$ cat src/rtl/aim_pkg.sv
// Purpose: Shared constants and types for the analog input alarm monitor.
// Assumes: APB with 32-bit data, pclk at 100 MHz.
// Notes:   Offsets are byte addresses; per-channel blocks stride 0x20.
package aim_pkg;
  localparam int NCH = 8;
  localparam int CW  = 3;
  localparam int DW  = 16;
  localparam int CLK_HZ = 100_000_000;
  localparam int LOCATE_S = 10;
  localparam int CAL_S    = 20;
  localparam longint LOCATE_CYC = longint'(LOCATE_S) * CLK_HZ;
  localparam longint CAL_CYC    = longint'(CAL_S) * CLK_HZ;
  // Global registers
  localparam logic [11:0] CTRL_OFS  = 12'h000;
  localparam logic [11:0] CMD_OFS   = 12'h004;
  localparam logic [11:0] STAT_OFS  = 12'h008;
  localparam logic [11:0] IRQS_OFS  = 12'h00c;
  localparam logic [11:0] IRQM_OFS  = 12'h010;
  localparam logic [11:0] AVG_OFS   = 12'h014;
  localparam logic [11:0] ALRM_OFS  = 12'h018;
  // Per-channel block base and word offsets
  localparam logic [11:0] CH_BASE   = 12'h100;
  localparam logic [11:0] CH_CFG    = 12'h000;
  localparam logic [11:0] CH_HILIM  = 12'h004;
  localparam logic [11:0] CH_LOLIM  = 12'h008;
  localparam logic [11:0] CH_VAL    = 12'h00c;
  localparam logic [11:0] CH_MAX    = 12'h010;
  localparam logic [11:0] CH_MIN    = 12'h014;
  localparam logic [11:0] CH_CLR    = 12'h018;
  // CTRL fields
  localparam int CTRL_LOCATE = 0;
  localparam int CTRL_CALOK  = 1;
  localparam int CTRL_BURNUP = 2;
  localparam int CTRL_ITSEL  = 3;
  localparam int CTRL_AVGEN  = 8;
  // CMD fields (write-one pulses)
  localparam int CMD_APPLY   = 0;
  localparam int CMD_CALGO   = 1;
  // CH_CFG fields
  localparam int CFG_RNG_LO  = 0;
  localparam int CFG_HIM_LO  = 4;
  localparam int CFG_LOM_LO  = 6;
  // CH_CLR fields
  localparam int CLR_MAX = 0;
  localparam int CLR_MIN = 1;
  localparam int CLR_HI  = 2;
  localparam int CLR_LO  = 3;
  // IRQ status bits
  localparam int IRQ_CALDONE = 0;
  localparam int IRQ_ALARM   = 1;
  localparam int IRQ_LOCEND  = 2;
  localparam logic [31:0] CTRL_RST = 32'h0000_0000;
  localparam logic [DW-1:0] LIM_HI_RST = 16'hffff;
  localparam logic [DW-1:0] LIM_LO_RST = 16'h0000;
  localparam logic [DW-1:0] ALL_ONES   = 16'hffff;
  localparam logic [DW-1:0] ALL_ZEROS  = 16'h0000;
  localparam logic [3:0] RNG_CURRENT = 4'h7;

  typedef enum logic [1:0] {
    AM_DISABLE   = 2'b00,
    AM_LATCH     = 2'b01,
    AM_MOMENTARY = 2'b11
  } aim_amode_e;

  typedef enum logic [1:0] {
    CAL_IDLE = 2'b00,
    CAL_RUN  = 2'b01,
    CAL_WAIT = 2'b11
  } aim_cal_e;

  typedef struct packed {
    logic [DW-1:0] data;
    logic          open;
    logic          valid;
  } aim_sample_s;

  typedef struct packed {
    logic [3:0] range;
    aim_amode_e hi_mode;
    aim_amode_e lo_mode;
  } aim_cfg_s;
endpackage : aim_pkg

$ cat src/rtl/aim_monitor.sv
// Purpose: Per-channel range, burnout, max/min, alarms, averaging,
//          auto calibration timing and locate LED, behind APB.
// Assumes: Samples arrive from converter logic on pclk, one per channel.
// Notes:   Samples and open-circuit flags are same-clock inputs.
`timescale 1ns/1ns
module aim_monitor #(
  parameter longint LOCATE_CYCLES = aim_pkg::LOCATE_CYC,
  parameter longint CAL_CYCLES    = aim_pkg::CAL_CYC
) (
  input  wire logic                        pclk,
  input  wire logic                        presetn,
  input  wire logic                        psel,
  input  wire logic                        penable,
  input  wire logic                        pwrite,
  input  wire logic [11:0]                 paddr,
  input  wire logic [31:0]                 pwdata,
  output logic      [31:0]                 prdata,
  output logic                             pready,
  output logic                             pslverr,
  input  wire aim_pkg::aim_sample_s        sample [aim_pkg::NCH],
  output logic      [3:0]                  range_sel [aim_pkg::NCH],
  output logic                             integ_sel,
  output logic                             cal_active,
  output logic                             cal_commit,
  output logic                             status_led,
  output logic                             alarm_led,
  output logic                             irq
);
  import aim_pkg::*;

  logic [31:0]   ctrl;
  logic [31:0]   irq_stat;
  logic [31:0]   irq_mask;
  aim_cfg_s      cfg     [NCH];
  logic [DW-1:0] hi_lim  [NCH];
  logic [DW-1:0] lo_lim  [NCH];
  logic [DW-1:0] value   [NCH];
  logic [DW-1:0] max_v   [NCH];
  logic [DW-1:0] min_v   [NCH];
  logic          mm_prime[NCH];
  logic [NCH-1:0] hi_st;
  logic [NCH-1:0] lo_st;
  logic [NCH-1:0] hi_cond;
  logic [NCH-1:0] lo_cond;
  logic [DW-1:0] avg;
  logic [63:0]   loc_cnt;
  logic [63:0]   cal_cnt;
  aim_cal_e      cal_st;
  logic          cal_done_ev;
  logic          loc_end_ev;
  logic          alarm_rise_ev;
  logic          any_alarm_q;

  logic          wr_en;
  logic          rd_en;
  logic          ch_hit;
  logic [CW-1:0] ch_idx;
  logic [11:0]   ch_ofs;
  logic          apply_cmd;
  logic          calgo_cmd;

  assign wr_en  = psel & penable & pwrite;
  assign rd_en  = psel & penable & ~pwrite;
  assign ch_hit = (paddr >= CH_BASE) && (paddr < CH_BASE + 12'(NCH * 32));
  assign ch_idx = CW'((paddr - CH_BASE) >> 5);
  assign ch_ofs = {7'h00, paddr[4:0]};
  assign apply_cmd = wr_en && paddr == CMD_OFS && pwdata[CMD_APPLY];
  assign calgo_cmd = wr_en && paddr == CMD_OFS && pwdata[CMD_CALGO];
  // Zero wait states: every access finishes in its first access cycle
  assign pready = 1'b1;

  always_ff @(posedge pclk or negedge presetn) begin
    if (!presetn) begin
      ctrl <= CTRL_RST;
    end else if (wr_en && paddr == CTRL_OFS) begin
      ctrl <= pwdata;
    end
  end

  always_ff @(posedge pclk or negedge presetn) begin
    if (!presetn) begin
      irq_mask <= 32'h0000_0000;
    end else if (wr_en && paddr == IRQM_OFS) begin
      irq_mask <= {29'h0000_0000, pwdata[2:0]};
    end
  end

  // Range is staged in the channel config words and integration time in CTRL;
  // both only reach the converter on apply, so a half-written setup never shows.
  always_ff @(posedge pclk or negedge presetn) begin
    if (!presetn) begin
      integ_sel <= 1'b0;
    end else if (apply_cmd) begin
      integ_sel <= ctrl[CTRL_ITSEL];
    end
  end

  genvar g;
  generate
    for (g = 0; g < NCH; g++) begin : g_ch
      logic wr_ch;
      logic clr_hit;
      logic cur_loop;
      logic val_fresh;
      assign wr_ch   = wr_en && ch_hit && ch_idx == CW'(g);
      assign clr_hit = wr_ch && ch_ofs == CH_CLR;

      always_ff @(posedge pclk or negedge presetn) begin
        if (!presetn) begin
          cfg[g]    <= '{range: 4'h0, hi_mode: AM_DISABLE,
                         lo_mode: AM_DISABLE};
          hi_lim[g] <= LIM_HI_RST;
          lo_lim[g] <= LIM_LO_RST;
        end else if (wr_ch) begin
          if (ch_ofs == CH_CFG) begin
            cfg[g].range   <= pwdata[CFG_RNG_LO +: 4];
            cfg[g].hi_mode <= aim_amode_e'(pwdata[CFG_HIM_LO +: 2]);
            cfg[g].lo_mode <= aim_amode_e'(pwdata[CFG_LOM_LO +: 2]);
          end
          if (ch_ofs == CH_HILIM) hi_lim[g] <= pwdata[DW-1:0];
          if (ch_ofs == CH_LOLIM) lo_lim[g] <= pwdata[DW-1:0];
        end
      end

      always_ff @(posedge pclk or negedge presetn) begin
        if (!presetn) begin
          range_sel[g] <= 4'h0;
        end else if (apply_cmd) begin
          range_sel[g] <= cfg[g].range;
        end
      end

      assign cur_loop = range_sel[g] == RNG_CURRENT;

      always_ff @(posedge pclk or negedge presetn) begin
        if (!presetn) begin
          value[g] <= ALL_ZEROS;
        end else if (sample[g].valid) begin
          if (cur_loop && sample[g].open)
            value[g] <= ctrl[CTRL_BURNUP] ? ALL_ONES
                                          : ALL_ZEROS;
          else
            value[g] <= sample[g].data;
        end
      end

      // High in the cycle after a new sample has reached value[g]
      always_ff @(posedge pclk or negedge presetn) begin
        if (!presetn) begin
          val_fresh <= 1'b0;
        end else begin
          val_fresh <= sample[g].valid;
        end
      end

      // The first sample after reset loads both records; the reset value
      // of value[g] is no reading, so it must not seed them
      always_ff @(posedge pclk or negedge presetn) begin
        if (!presetn) begin
          mm_prime[g] <= 1'b1;
          max_v[g]    <= ALL_ZEROS;
          min_v[g]    <= ALL_ONES;
        end else begin
          if (clr_hit && pwdata[CLR_MAX]) begin
            max_v[g] <= value[g];
          end else if (val_fresh &&
                       (mm_prime[g] || value[g] > max_v[g])) begin
            max_v[g] <= value[g];
          end
          if (clr_hit && pwdata[CLR_MIN]) begin
            min_v[g] <= value[g];
          end else if (val_fresh &&
                       (mm_prime[g] || value[g] < min_v[g])) begin
            min_v[g] <= value[g];
          end
          if (val_fresh) mm_prime[g] <= 1'b0;
        end
      end

      // Limits compare against the reported, burnout-substituted value
      assign hi_cond[g] = value[g] > hi_lim[g];
      assign lo_cond[g] = value[g] < lo_lim[g];

      always_ff @(posedge pclk or negedge presetn) begin
        if (!presetn) begin
          hi_st[g] <= 1'b0;
        end else begin
          unique case (cfg[g].hi_mode)
            AM_LATCH:     hi_st[g] <= hi_cond[g] |
                                      (hi_st[g] & ~(clr_hit & pwdata[CLR_HI]));
            AM_MOMENTARY: hi_st[g] <= hi_cond[g];
            default:      hi_st[g] <= 1'b0;
          endcase
        end
      end

      always_ff @(posedge pclk or negedge presetn) begin
        if (!presetn) begin
          lo_st[g] <= 1'b0;
        end else begin
          unique case (cfg[g].lo_mode)
            AM_LATCH:     lo_st[g] <= lo_cond[g] |
                                      (lo_st[g] & ~(clr_hit & pwdata[CLR_LO]));
            AM_MOMENTARY: lo_st[g] <= lo_cond[g];
            default:      lo_st[g] <= 1'b0;
          endcase
        end
      end
    end
  endgenerate

  // Average: sum over selected channels divided by the count selected.
  // A divider is cheap at 8 channels and avoids power-of-two restrictions.
  logic [DW+CW:0] avg_sum;
  logic [CW:0]    avg_n;
  always_comb begin
    avg_sum = '0;
    avg_n   = '0;
    for (int i = 0; i < NCH; i++) begin
      if (ctrl[CTRL_AVGEN + i]) begin
        avg_sum = avg_sum + (DW+CW+1)'(value[i]);
        avg_n   = avg_n + (CW+1)'(1);
      end
    end
  end

  always_ff @(posedge pclk or negedge presetn) begin
    if (!presetn) begin
      avg <= ALL_ZEROS;
    end else begin
      avg <= (avg_n == '0) ? ALL_ZEROS
                           : DW'(avg_sum / (DW+CW+1)'(avg_n));
    end
  end

  assign alarm_led = |{hi_st, lo_st};

  // Locate: a write of one restarts the ten second window
  always_ff @(posedge pclk or negedge presetn) begin
    if (!presetn) begin
      loc_cnt    <= 64'h0;
      loc_end_ev <= 1'b0;
    end else begin
      loc_end_ev <= 1'b0;
      if (wr_en && paddr == CTRL_OFS && pwdata[CTRL_LOCATE]) begin
        loc_cnt <= 64'(LOCATE_CYCLES);
      end else if (loc_cnt != 64'h0) begin
        loc_cnt <= loc_cnt - 64'h1;
        loc_end_ev <= loc_cnt == 64'h1;
      end
    end
  end

  assign status_led = loc_cnt != 64'h0;

  // Calibration runs only when allowed; commit waits for the host apply
  always_ff @(posedge pclk or negedge presetn) begin
    if (!presetn) begin
      cal_st      <= CAL_IDLE;
      cal_cnt     <= 64'h0;
      cal_commit  <= 1'b0;
      cal_done_ev <= 1'b0;
    end else begin
      cal_commit  <= 1'b0;
      cal_done_ev <= 1'b0;
      unique case (cal_st)
        CAL_IDLE: if (calgo_cmd && ctrl[CTRL_CALOK]) begin
          cal_st  <= CAL_RUN;
          cal_cnt <= 64'(CAL_CYCLES);
        end
        CAL_RUN: begin
          cal_cnt <= cal_cnt - 64'h1;
          if (cal_cnt == 64'h1) begin
            cal_st      <= CAL_WAIT;
            cal_done_ev <= 1'b1;
          end
        end
        CAL_WAIT: if (apply_cmd) begin
          cal_st     <= CAL_IDLE;
          cal_commit <= 1'b1;
        end
        default: cal_st <= CAL_IDLE;
      endcase
    end
  end

  assign cal_active = cal_st == CAL_RUN;

  always_ff @(posedge pclk or negedge presetn) begin
    if (!presetn) begin
      any_alarm_q <= 1'b0;
    end else begin
      any_alarm_q <= alarm_led;
    end
  end
  assign alarm_rise_ev = alarm_led & ~any_alarm_q;

  // Hardware set wins over a write-one clear in the same cycle
  always_ff @(posedge pclk or negedge presetn) begin
    if (!presetn) begin
      irq_stat <= 32'h0000_0000;
    end else begin
      if (wr_en && paddr == IRQS_OFS) irq_stat <= irq_stat & ~pwdata;
      if (cal_done_ev)   irq_stat[IRQ_CALDONE] <= 1'b1;
      if (alarm_rise_ev) irq_stat[IRQ_ALARM]   <= 1'b1;
      if (loc_end_ev)    irq_stat[IRQ_LOCEND]  <= 1'b1;
    end
  end

  // A set mask bit holds its event off the interrupt line
  assign irq = |(irq_stat & ~irq_mask);

  always_comb begin
    prdata  = 32'h0000_0000;
    pslverr = 1'b0;
    if (ch_hit) begin
      unique case (ch_ofs)
        CH_CFG:   prdata = {24'h0, cfg[ch_idx].lo_mode, cfg[ch_idx].hi_mode,
                            cfg[ch_idx].range};
        CH_HILIM: prdata = {16'h0, hi_lim[ch_idx]};
        CH_LOLIM: prdata = {16'h0, lo_lim[ch_idx]};
        CH_VAL:   prdata = {16'h0, value[ch_idx]};
        CH_MAX:   prdata = {16'h0, max_v[ch_idx]};
        CH_MIN:   prdata = {16'h0, min_v[ch_idx]};
        CH_CLR:   prdata = 32'h0000_0000;
        default:  pslverr = psel & penable;
      endcase
    end else begin
      unique case (paddr)
        CTRL_OFS: prdata = ctrl;
        CMD_OFS:  prdata = 32'h0000_0000;
        STAT_OFS: prdata = {24'h0, 2'b00, status_led, alarm_led,
                            integ_sel, 1'b0, cal_st};
        IRQS_OFS: prdata = irq_stat;
        IRQM_OFS: prdata = irq_mask;
        AVG_OFS:  prdata = {16'h0, avg};
        ALRM_OFS: prdata = {16'h0, lo_st, hi_st};
        default:  pslverr = psel & penable;
      endcase
    end
    if (!rd_en) prdata = 32'h0000_0000;
  end
endmodule : aim_monitor

$ cat config.mk
export PLATFORM = sky130hd
export DESIGN_NAME = aim_monitor
export DESIGN_NICKNAME = d
export VERILOG_FILES = /design/src/rtl/aim_pkg.sv /design/src/rtl/aim_monitor.sv
export SDC_FILE = /design/constraint.sdc
export NUM_CORES = 2
export LEC_CHECK = 0
export BUFFER_PORTS_ARGS = -buffer_cell sky130_fd_sc_hd__buf_4
export CORE_MARGIN = 2
export CORE_UTILIZATION = 55
export DETAILED_ROUTE_END_ITERATION = 7
export PLACE_DENSITY_LB_ADDON = 0.08
export SYNTH_ARGS = -nofsm -noshare
export SYNTH_HDL_FRONTEND = slang
export SYNTH_SLANG_ARGS = --single-unit
$ cat constraint.sdc
create_clock -name pclk -period 59.4 [get_ports pclk]
set_input_delay 8.91 -clock pclk [delete_from_list [all_inputs] [get_ports pclk]]
set_output_delay 8.91 -clock pclk [all_outputs]
set_load 0.01 [all_outputs]
=== After elaboration in Yosys (flattened, before gate mapping) ===
Cells that the tools add are included.

* Register bits: 986
* Bits of input ports: 193
* Output and inout bits: 72
* Logic and storage cells: 569

* Add/sub/neg operators: 17
* Multiplexer cells: 117
* Reduce and logical (&&, ||, !) cells: 139
* Div/mod/pow operators: 1
* Bitwise operators: 75
* Equal/unequal tests: 66
* Magnitude comparators: 35

{| class="wikitable"
|+ Operators with widths
! operator !! count
|-
| 2-to-1 mux 16 bit || 53
|-
| > comparator 16 bit || 16
|-
| < comparator 16 bit || 16
|-
| binary-select mux 16 bit (select 3 bit) || 5
|-
| 2-to-1 mux 64 bit || 3
|-
| case mux 32 bit (6 select lines) || 1
|-
| adder 20 x 16 -> 20 bit || 7
|-
| 2-to-1 mux 20 bit || 7
|-
| equality test 64 x 1 -> 1 bit (second input constant) || 2
|-
| case mux 64 bit (2 select lines) || 1
|-
| subtractor 64 x 1 -> 64 bit (second input constant) || 2
|-
| case mux 16 bit (6 select lines) || 1
|-
| logical AND 1 bit || 66
|-
| bitwise AND 32 bit || 2
|-
| 2-to-1 mux 32 bit || 2
|-
| nonzero test 64 bit || 1
|-
| AND reduction 2 bit || 25
|-
| nonzero test 2 bit || 21
|-
| bitwise AND 1 bit || 36
|-
| equality test 12 x 5 -> 1 bit (second input constant) || 3
|-
| equality test 2 x 1 -> 1 bit (second input constant) || 17
|-
| equality test 2 bit (second input constant) || 17
|-
| equality test 4 x 3 -> 1 bit (second input constant) || 8
|-
| inverter 3 -> 32 bit || 1
|-
| other kinds (37) || 137
|}

=== Logic depth before layout (Yosys ltp) ===
* Depth after elaboration: 17
* Depth in mapped cells: 249
* Depth with buffers taken out: 239

=== Worst setup path after synthesis ===
No wires, ideal clock.

* Path type: register to register
* From: reg ctrl[8]
* To: reg avg[0]
* Arrival time: 46.825 ns
* Period minus slack after synthesis: 46.969 ns
* Path slack: 12.431 ns
* Library setup time: 0.143 ns
* Data required time: 59.257 ns
* Path buffers: 9
* Cell stages (with the launch flop): 236
* Path through: dfrtp_1 -> buf_2 -> nand2_1 -> inv_1 -> ha_1 -> a21o_1 -> maj3_1 -> a21oi_1 -> o21ba_2 -> xor2_1 -> mux2_2 -> ha_1 -> nand2_1 -> or4b_1 -> o21ai_0 -> xnor2_1 -> nor2_1 -> a211oi_1 -> (+200 left out) -> o21a_1 -> o21a_1 -> o21ai_0 -> nand2b_1 -> nor2_1 -> o21ai_1 -> or4_4 -> nor3_4 -> mux2i_1 -> ha_1 -> a21oi_1 -> nor2b_1 -> o21ai_0 -> nand2b_1 -> a2111oi_0 -> nand3_1 -> nor4bb_1 -> a41oi_1

* Word-level cells in the longest chain between the ends: 17
* Elaborated cells between the ends (all ways): 33
* Classes of those cells: 14 x add/sub; 1 x div; 17 x mux; 1 x reduce/logical

{| class="wikitable"
|+ RTL lines
! what !! RTL line !! source
|-
| from (decl) || aim_monitor.sv:31 || <nowiki>logic [31:0] ctrl;</nowiki>
|-
| from (signal assigned) || aim_monitor.sv:76 || <nowiki>ctrl <= pwdata;</nowiki>
|-
| 2-to-1 mux 16 bit / 2-to-1 mux 1 bit (equally long branches) || aim_monitor.sv:220 || <nowiki>if (ctrl[CTRL_AVGEN + i]) begin</nowiki>
|-
| adder 20 x 16 -> 20 bit / adder 4 x 1 -> 4 bit (equally long branches) || aim_monitor.sv:221, aim_monitor.sv:222 ||
|-
| 2-to-1 mux 20 bit / 2-to-1 mux 4 bit (equally long branches) || aim_monitor.sv:220 ||
|-
| adder 20 x 16 -> 20 bit / adder 4 x 1 -> 4 bit (equally long branches) || aim_monitor.sv:221, aim_monitor.sv:222 ||
|-
| 2-to-1 mux 20 bit / 2-to-1 mux 4 bit (equally long branches) || aim_monitor.sv:220 ||
|-
| adder 20 x 16 -> 20 bit / adder 4 x 1 -> 4 bit (equally long branches) || aim_monitor.sv:221, aim_monitor.sv:222 ||
|-
| 2-to-1 mux 20 bit / 2-to-1 mux 4 bit (equally long branches) || aim_monitor.sv:220 ||
|-
| adder 20 x 16 -> 20 bit / adder 4 x 1 -> 4 bit (equally long branches) || aim_monitor.sv:221, aim_monitor.sv:222 ||
|-
| 2-to-1 mux 20 bit / 2-to-1 mux 4 bit (equally long branches) || aim_monitor.sv:220 ||
|-
| adder 20 x 16 -> 20 bit / adder 4 x 1 -> 4 bit (equally long branches) || aim_monitor.sv:221, aim_monitor.sv:222 ||
|-
| 2-to-1 mux 20 bit / 2-to-1 mux 4 bit (equally long branches) || aim_monitor.sv:220 ||
|-
| adder 20 x 16 -> 20 bit / adder 4 x 1 -> 4 bit (equally long branches) || aim_monitor.sv:221, aim_monitor.sv:222 ||
|-
| 2-to-1 mux 20 bit / 2-to-1 mux 4 bit (equally long branches) || aim_monitor.sv:220 ||
|-
| adder 20 x 16 -> 20 bit / adder 4 x 1 -> 4 bit (equally long branches) || aim_monitor.sv:221, aim_monitor.sv:222 ||
|-
| 2-to-1 mux 20 bit / 2-to-1 mux 4 bit (equally long branches) || aim_monitor.sv:220 ||
|-
| divider 20 x 4 -> 20 bit / logical NOT 4 bit (equally long branches) || aim_monitor.sv:232, aim_monitor.sv:231 ||
|-
| 2-to-1 mux 16 bit (*) || aim_monitor.sv:231 || <nowiki>avg <= (avg_n == '0) ? ALL_ZEROS</nowiki>
|-
| to (signal assigned) || aim_monitor.sv:231 ||
|-
| to (decl) || aim_monitor.sv:45 || <nowiki>logic [DW-1:0] avg;</nowiki>
|}

Mark *: on every way between the ends. The rest lies on a longest branch, timed or not.
A chain may end at the register's enable or synchronous reset.

=== Worst setup path after layout ===
Ends and elaborated chain as after synthesis.

==> run_results.csv <==
group,metric,value,unit
route,wl_per_cell,27.37,µm
yosys,async_reset_ff_frac,1.000,
sta,finClkSkew,70.02,ps
finish,drive_above_1_share,0.1912,
global_route,grt_pass1_wl,402300,µm
global_route,grt-ovfl-total,0,
placed_design,post-dp-hpwl,206800,µm
cts,htreeDepth,3,
outcome,violations,"design-rule violations",
route,drc_errors,4,
yosys,syn_nets,8803,
global_route,antenna_found_initial,17,
cts,cts_buffers,111,
die,pin_count,265,
yosys,synth_edf_count,0,
sta,fin_hold_ws,427.5,ps
worst_setup_path,r2r_slack,4700,ps
sta,setup_violations,0,
cts,clock_path_buffers,3,
route,routed.top_layer,"met5",
global_route,grt_use_total,0.3999,
yosys,synth_area_per_cell,9.164,µm²
finish,layout_commonest_cell,"nand2_1",
yosys,synth.area.top_cells,"dfrtp_1, ha_1, dfstp_2",
yosys,netlist_instances,7910,
worst_setup_path,slowest_stage,"dfrtp_2",
yosys,synth_area,72490,µm²
sta,fmax,18.28,MHz
yosys,synth.top_cell.area_share,0.2492,
worst_setup_path,crit_fanout,23,
route,wl_met3,27520,µm
worst_hold_path,hold_class,"reg -> reg",
worst_setup_path,path_buf_inv,5,
cts,clk_pin_slew,60,ps
sta,drv_slew,0,
sta,final_hold_viol_count,0,
cts,cts_tree,"built",
worst_setup_path,critPathKind,"reg -> reg",
worst_setup_path,cp.arrival,55280,ps
cts,cts_root_buf,"clkbuf_16",
finish,fin_util,0.6172,
sta,slew_headroom,0.1104,
die,die_h,367.0,µm
route,wirelength,273800,µm
sta,rsz0062_at_grt,"no",
global_route,grt_max_degree,83,
cts,clock_sinks,986,
route,wl_met2,117900,µm
die,core-area,131100,µm²
route,routed_via_density,6.409,
route,ant_nets,0,
sta,tns,0,ps
worst_setup_path,critPathLaunchType,"flip-flop",
worst_setup_path,crit_path_max_incr_delay,650,ps
sta,tightest_slew,1329,ps
worst_setup_path,critPathRequiredTime,59980,ps
placed_design,numPortBuffers,263,
worst_setup_path,crit_top_cell,"ha_1",
run,maxCapViolations,0,
die,rows,133,
worst_setup_path,end_kind,"flip-flop",
cts,worstSkewPairLatency,780,ps
global_route,grt_pass1_vias,61280,
yosys,yosysUniqueCellTypes,133,
finish,final_nets,9033,
finish,fin_area,80940,µm²
finish,layout_common_cells,"nand2_1, o21ai_0, dfrtp_1",
yosys,synth-seq-cells,986,
yosys,synth-main-ff-cell,"dfrtp_1",
route,vias,64110,
route,dr.pass1.iters,8,
yosys,yosysWarnings,0,
die,die_area,134700,µm²
placed_design,globalplace.congestion,1.030,
placed_design,placed_cell_area,76870,µm²
sta,period_share,0.9209,
route,drt-met1-wl,110800,µm
finish,syn2layout_area_growth,11.66,%
yosys,yosysSeqAreaShare,0.3449,
yosys,yosysTopAreaCell,"dfrtp_1",
route,drt-initial-drc-count,6668,
sta,fin_crit,54700,ps
die,die_w,367.0,µm
worst_setup_path,critPathTopFamily,"compound AO/OA/AOI/OAI gates",
outcome,status,"finished with violations",
die,initial_core_util,0.5528,
## per-layer routing
| metal | vias to the layer above | GRT usage |
|---|---|---|
| met5 | - | 0 |
| met2 | 3050 | 0.5972 |
| li1 | 28890 | - |
| met3 | 669 | 0.09732 |
| met1 | 31490 | 0.5367 |
| met4 | 8 | 0.2148 |
## state kept, by name, indices dropped and copies added, names as in the netlist, 64 cells and up
signal   flops
cal_cnt     64
cfg         64
hi_lim     128
lo_lim     128
loc_cnt     64
max_v      128
min_v      128
value      128
## synth_stat cells, drive strengths merged, types with 13 or more instances
cell	number
a31oi	31
and3	34
a21oi	678
a21o	78
a31o	18
dfstp	264
nor4	71
dfrtp	722
nor2	519
a2111oi	15
and2	55
buf	70
a211oi	41
mux2i	84
nand4	98
o211a	13
a222oi	16
or3	64
o211ai	39
o21a	109
nand2b	189
xnor2	136
inv	598
nand3	110
mux2	324
nor3	131
xor2	72
o21ai	765
or4	28
o31ai	51
o22ai	46
ha	693
nand2	750
o21bai	20
or2	35
mux4	182
a22o	25
a21boi	66
nor2b	156
a22oi	28
clkbuf	275
## layout make-up
type | count | area (µm²)
Antenna cell | 10 | 25.02
Clock inverter | 50 | 738.2
Tap cell | 1755 | 2196
Inverter | 601 | 2258
Fill cell | 11360 | 50190
Multi-Input combinational cell | 5978 | 43990
Clock buffer | 161 | 3238
Timing Repair Buffer | 462 | 3490
Sequential cell | 986 | 25010
## path summary, 6_finish.rpt
path | start | end | cells after the start
setup / recovery | ctrl[8] | avg[0] | 227
hold / removal | g_ch[0].val_fresh | mm_prime[7] | 1
max in group asynchronous | presetn | loc_cnt[51] | 5
hold reg to reg | g_ch[0].val_fresh | mm_prime[7] | 1
setup reg to reg | ctrl[8] | avg[0] | 227
min in group asynchronous | presetn | max_v[120] | 1
## stage by stage
step / setup WS (ps) / std cells
2_1_floorplan: 12430 / 7910
6_report: 4701 / 10000
4_1_cts: 3882 / 9989
3_5_place_dp: 4075 / 9778
5_1_grt: 102.8 / 9995
3_3_place_gp: 6024 / 9778
## timing repair
| action | in CTS | in global routing |
|---|---|---|
| hold buffers | 0 | 0 |
| endpoints found under the setup margin | 0 | 2 |
| buffers inserted | 0 | 4 |
| resized for setup | 0 | 9 |
## logic make-up (layout without fill, tap and decap cells)
| kind of cell | Yosys count | after routing | synth area share |
|---|---|---|---|
| muxes | 590 | 590 | 0.1187 |
| buffers and inverters | 946 | 1274 | 0.04983 |
| adders and majority gates | 702 | 702 | 0.1218 |
| and+or+nand+nor | 2287 | 2287 | 0.1535 |
| other | 1 | 11 | 0.00005173 |
| DFF | 986 | 986 | 0.3449 |
| xor gates and xnor gates | 210 | 210 | 0.02627 |
| AOI/OAI and AO/OA | 2188 | 2188 | 0.1848 |
Power is not shown: default switching activity piles up to over one toggle a cycle in this logic, so the estimate is an artifact.
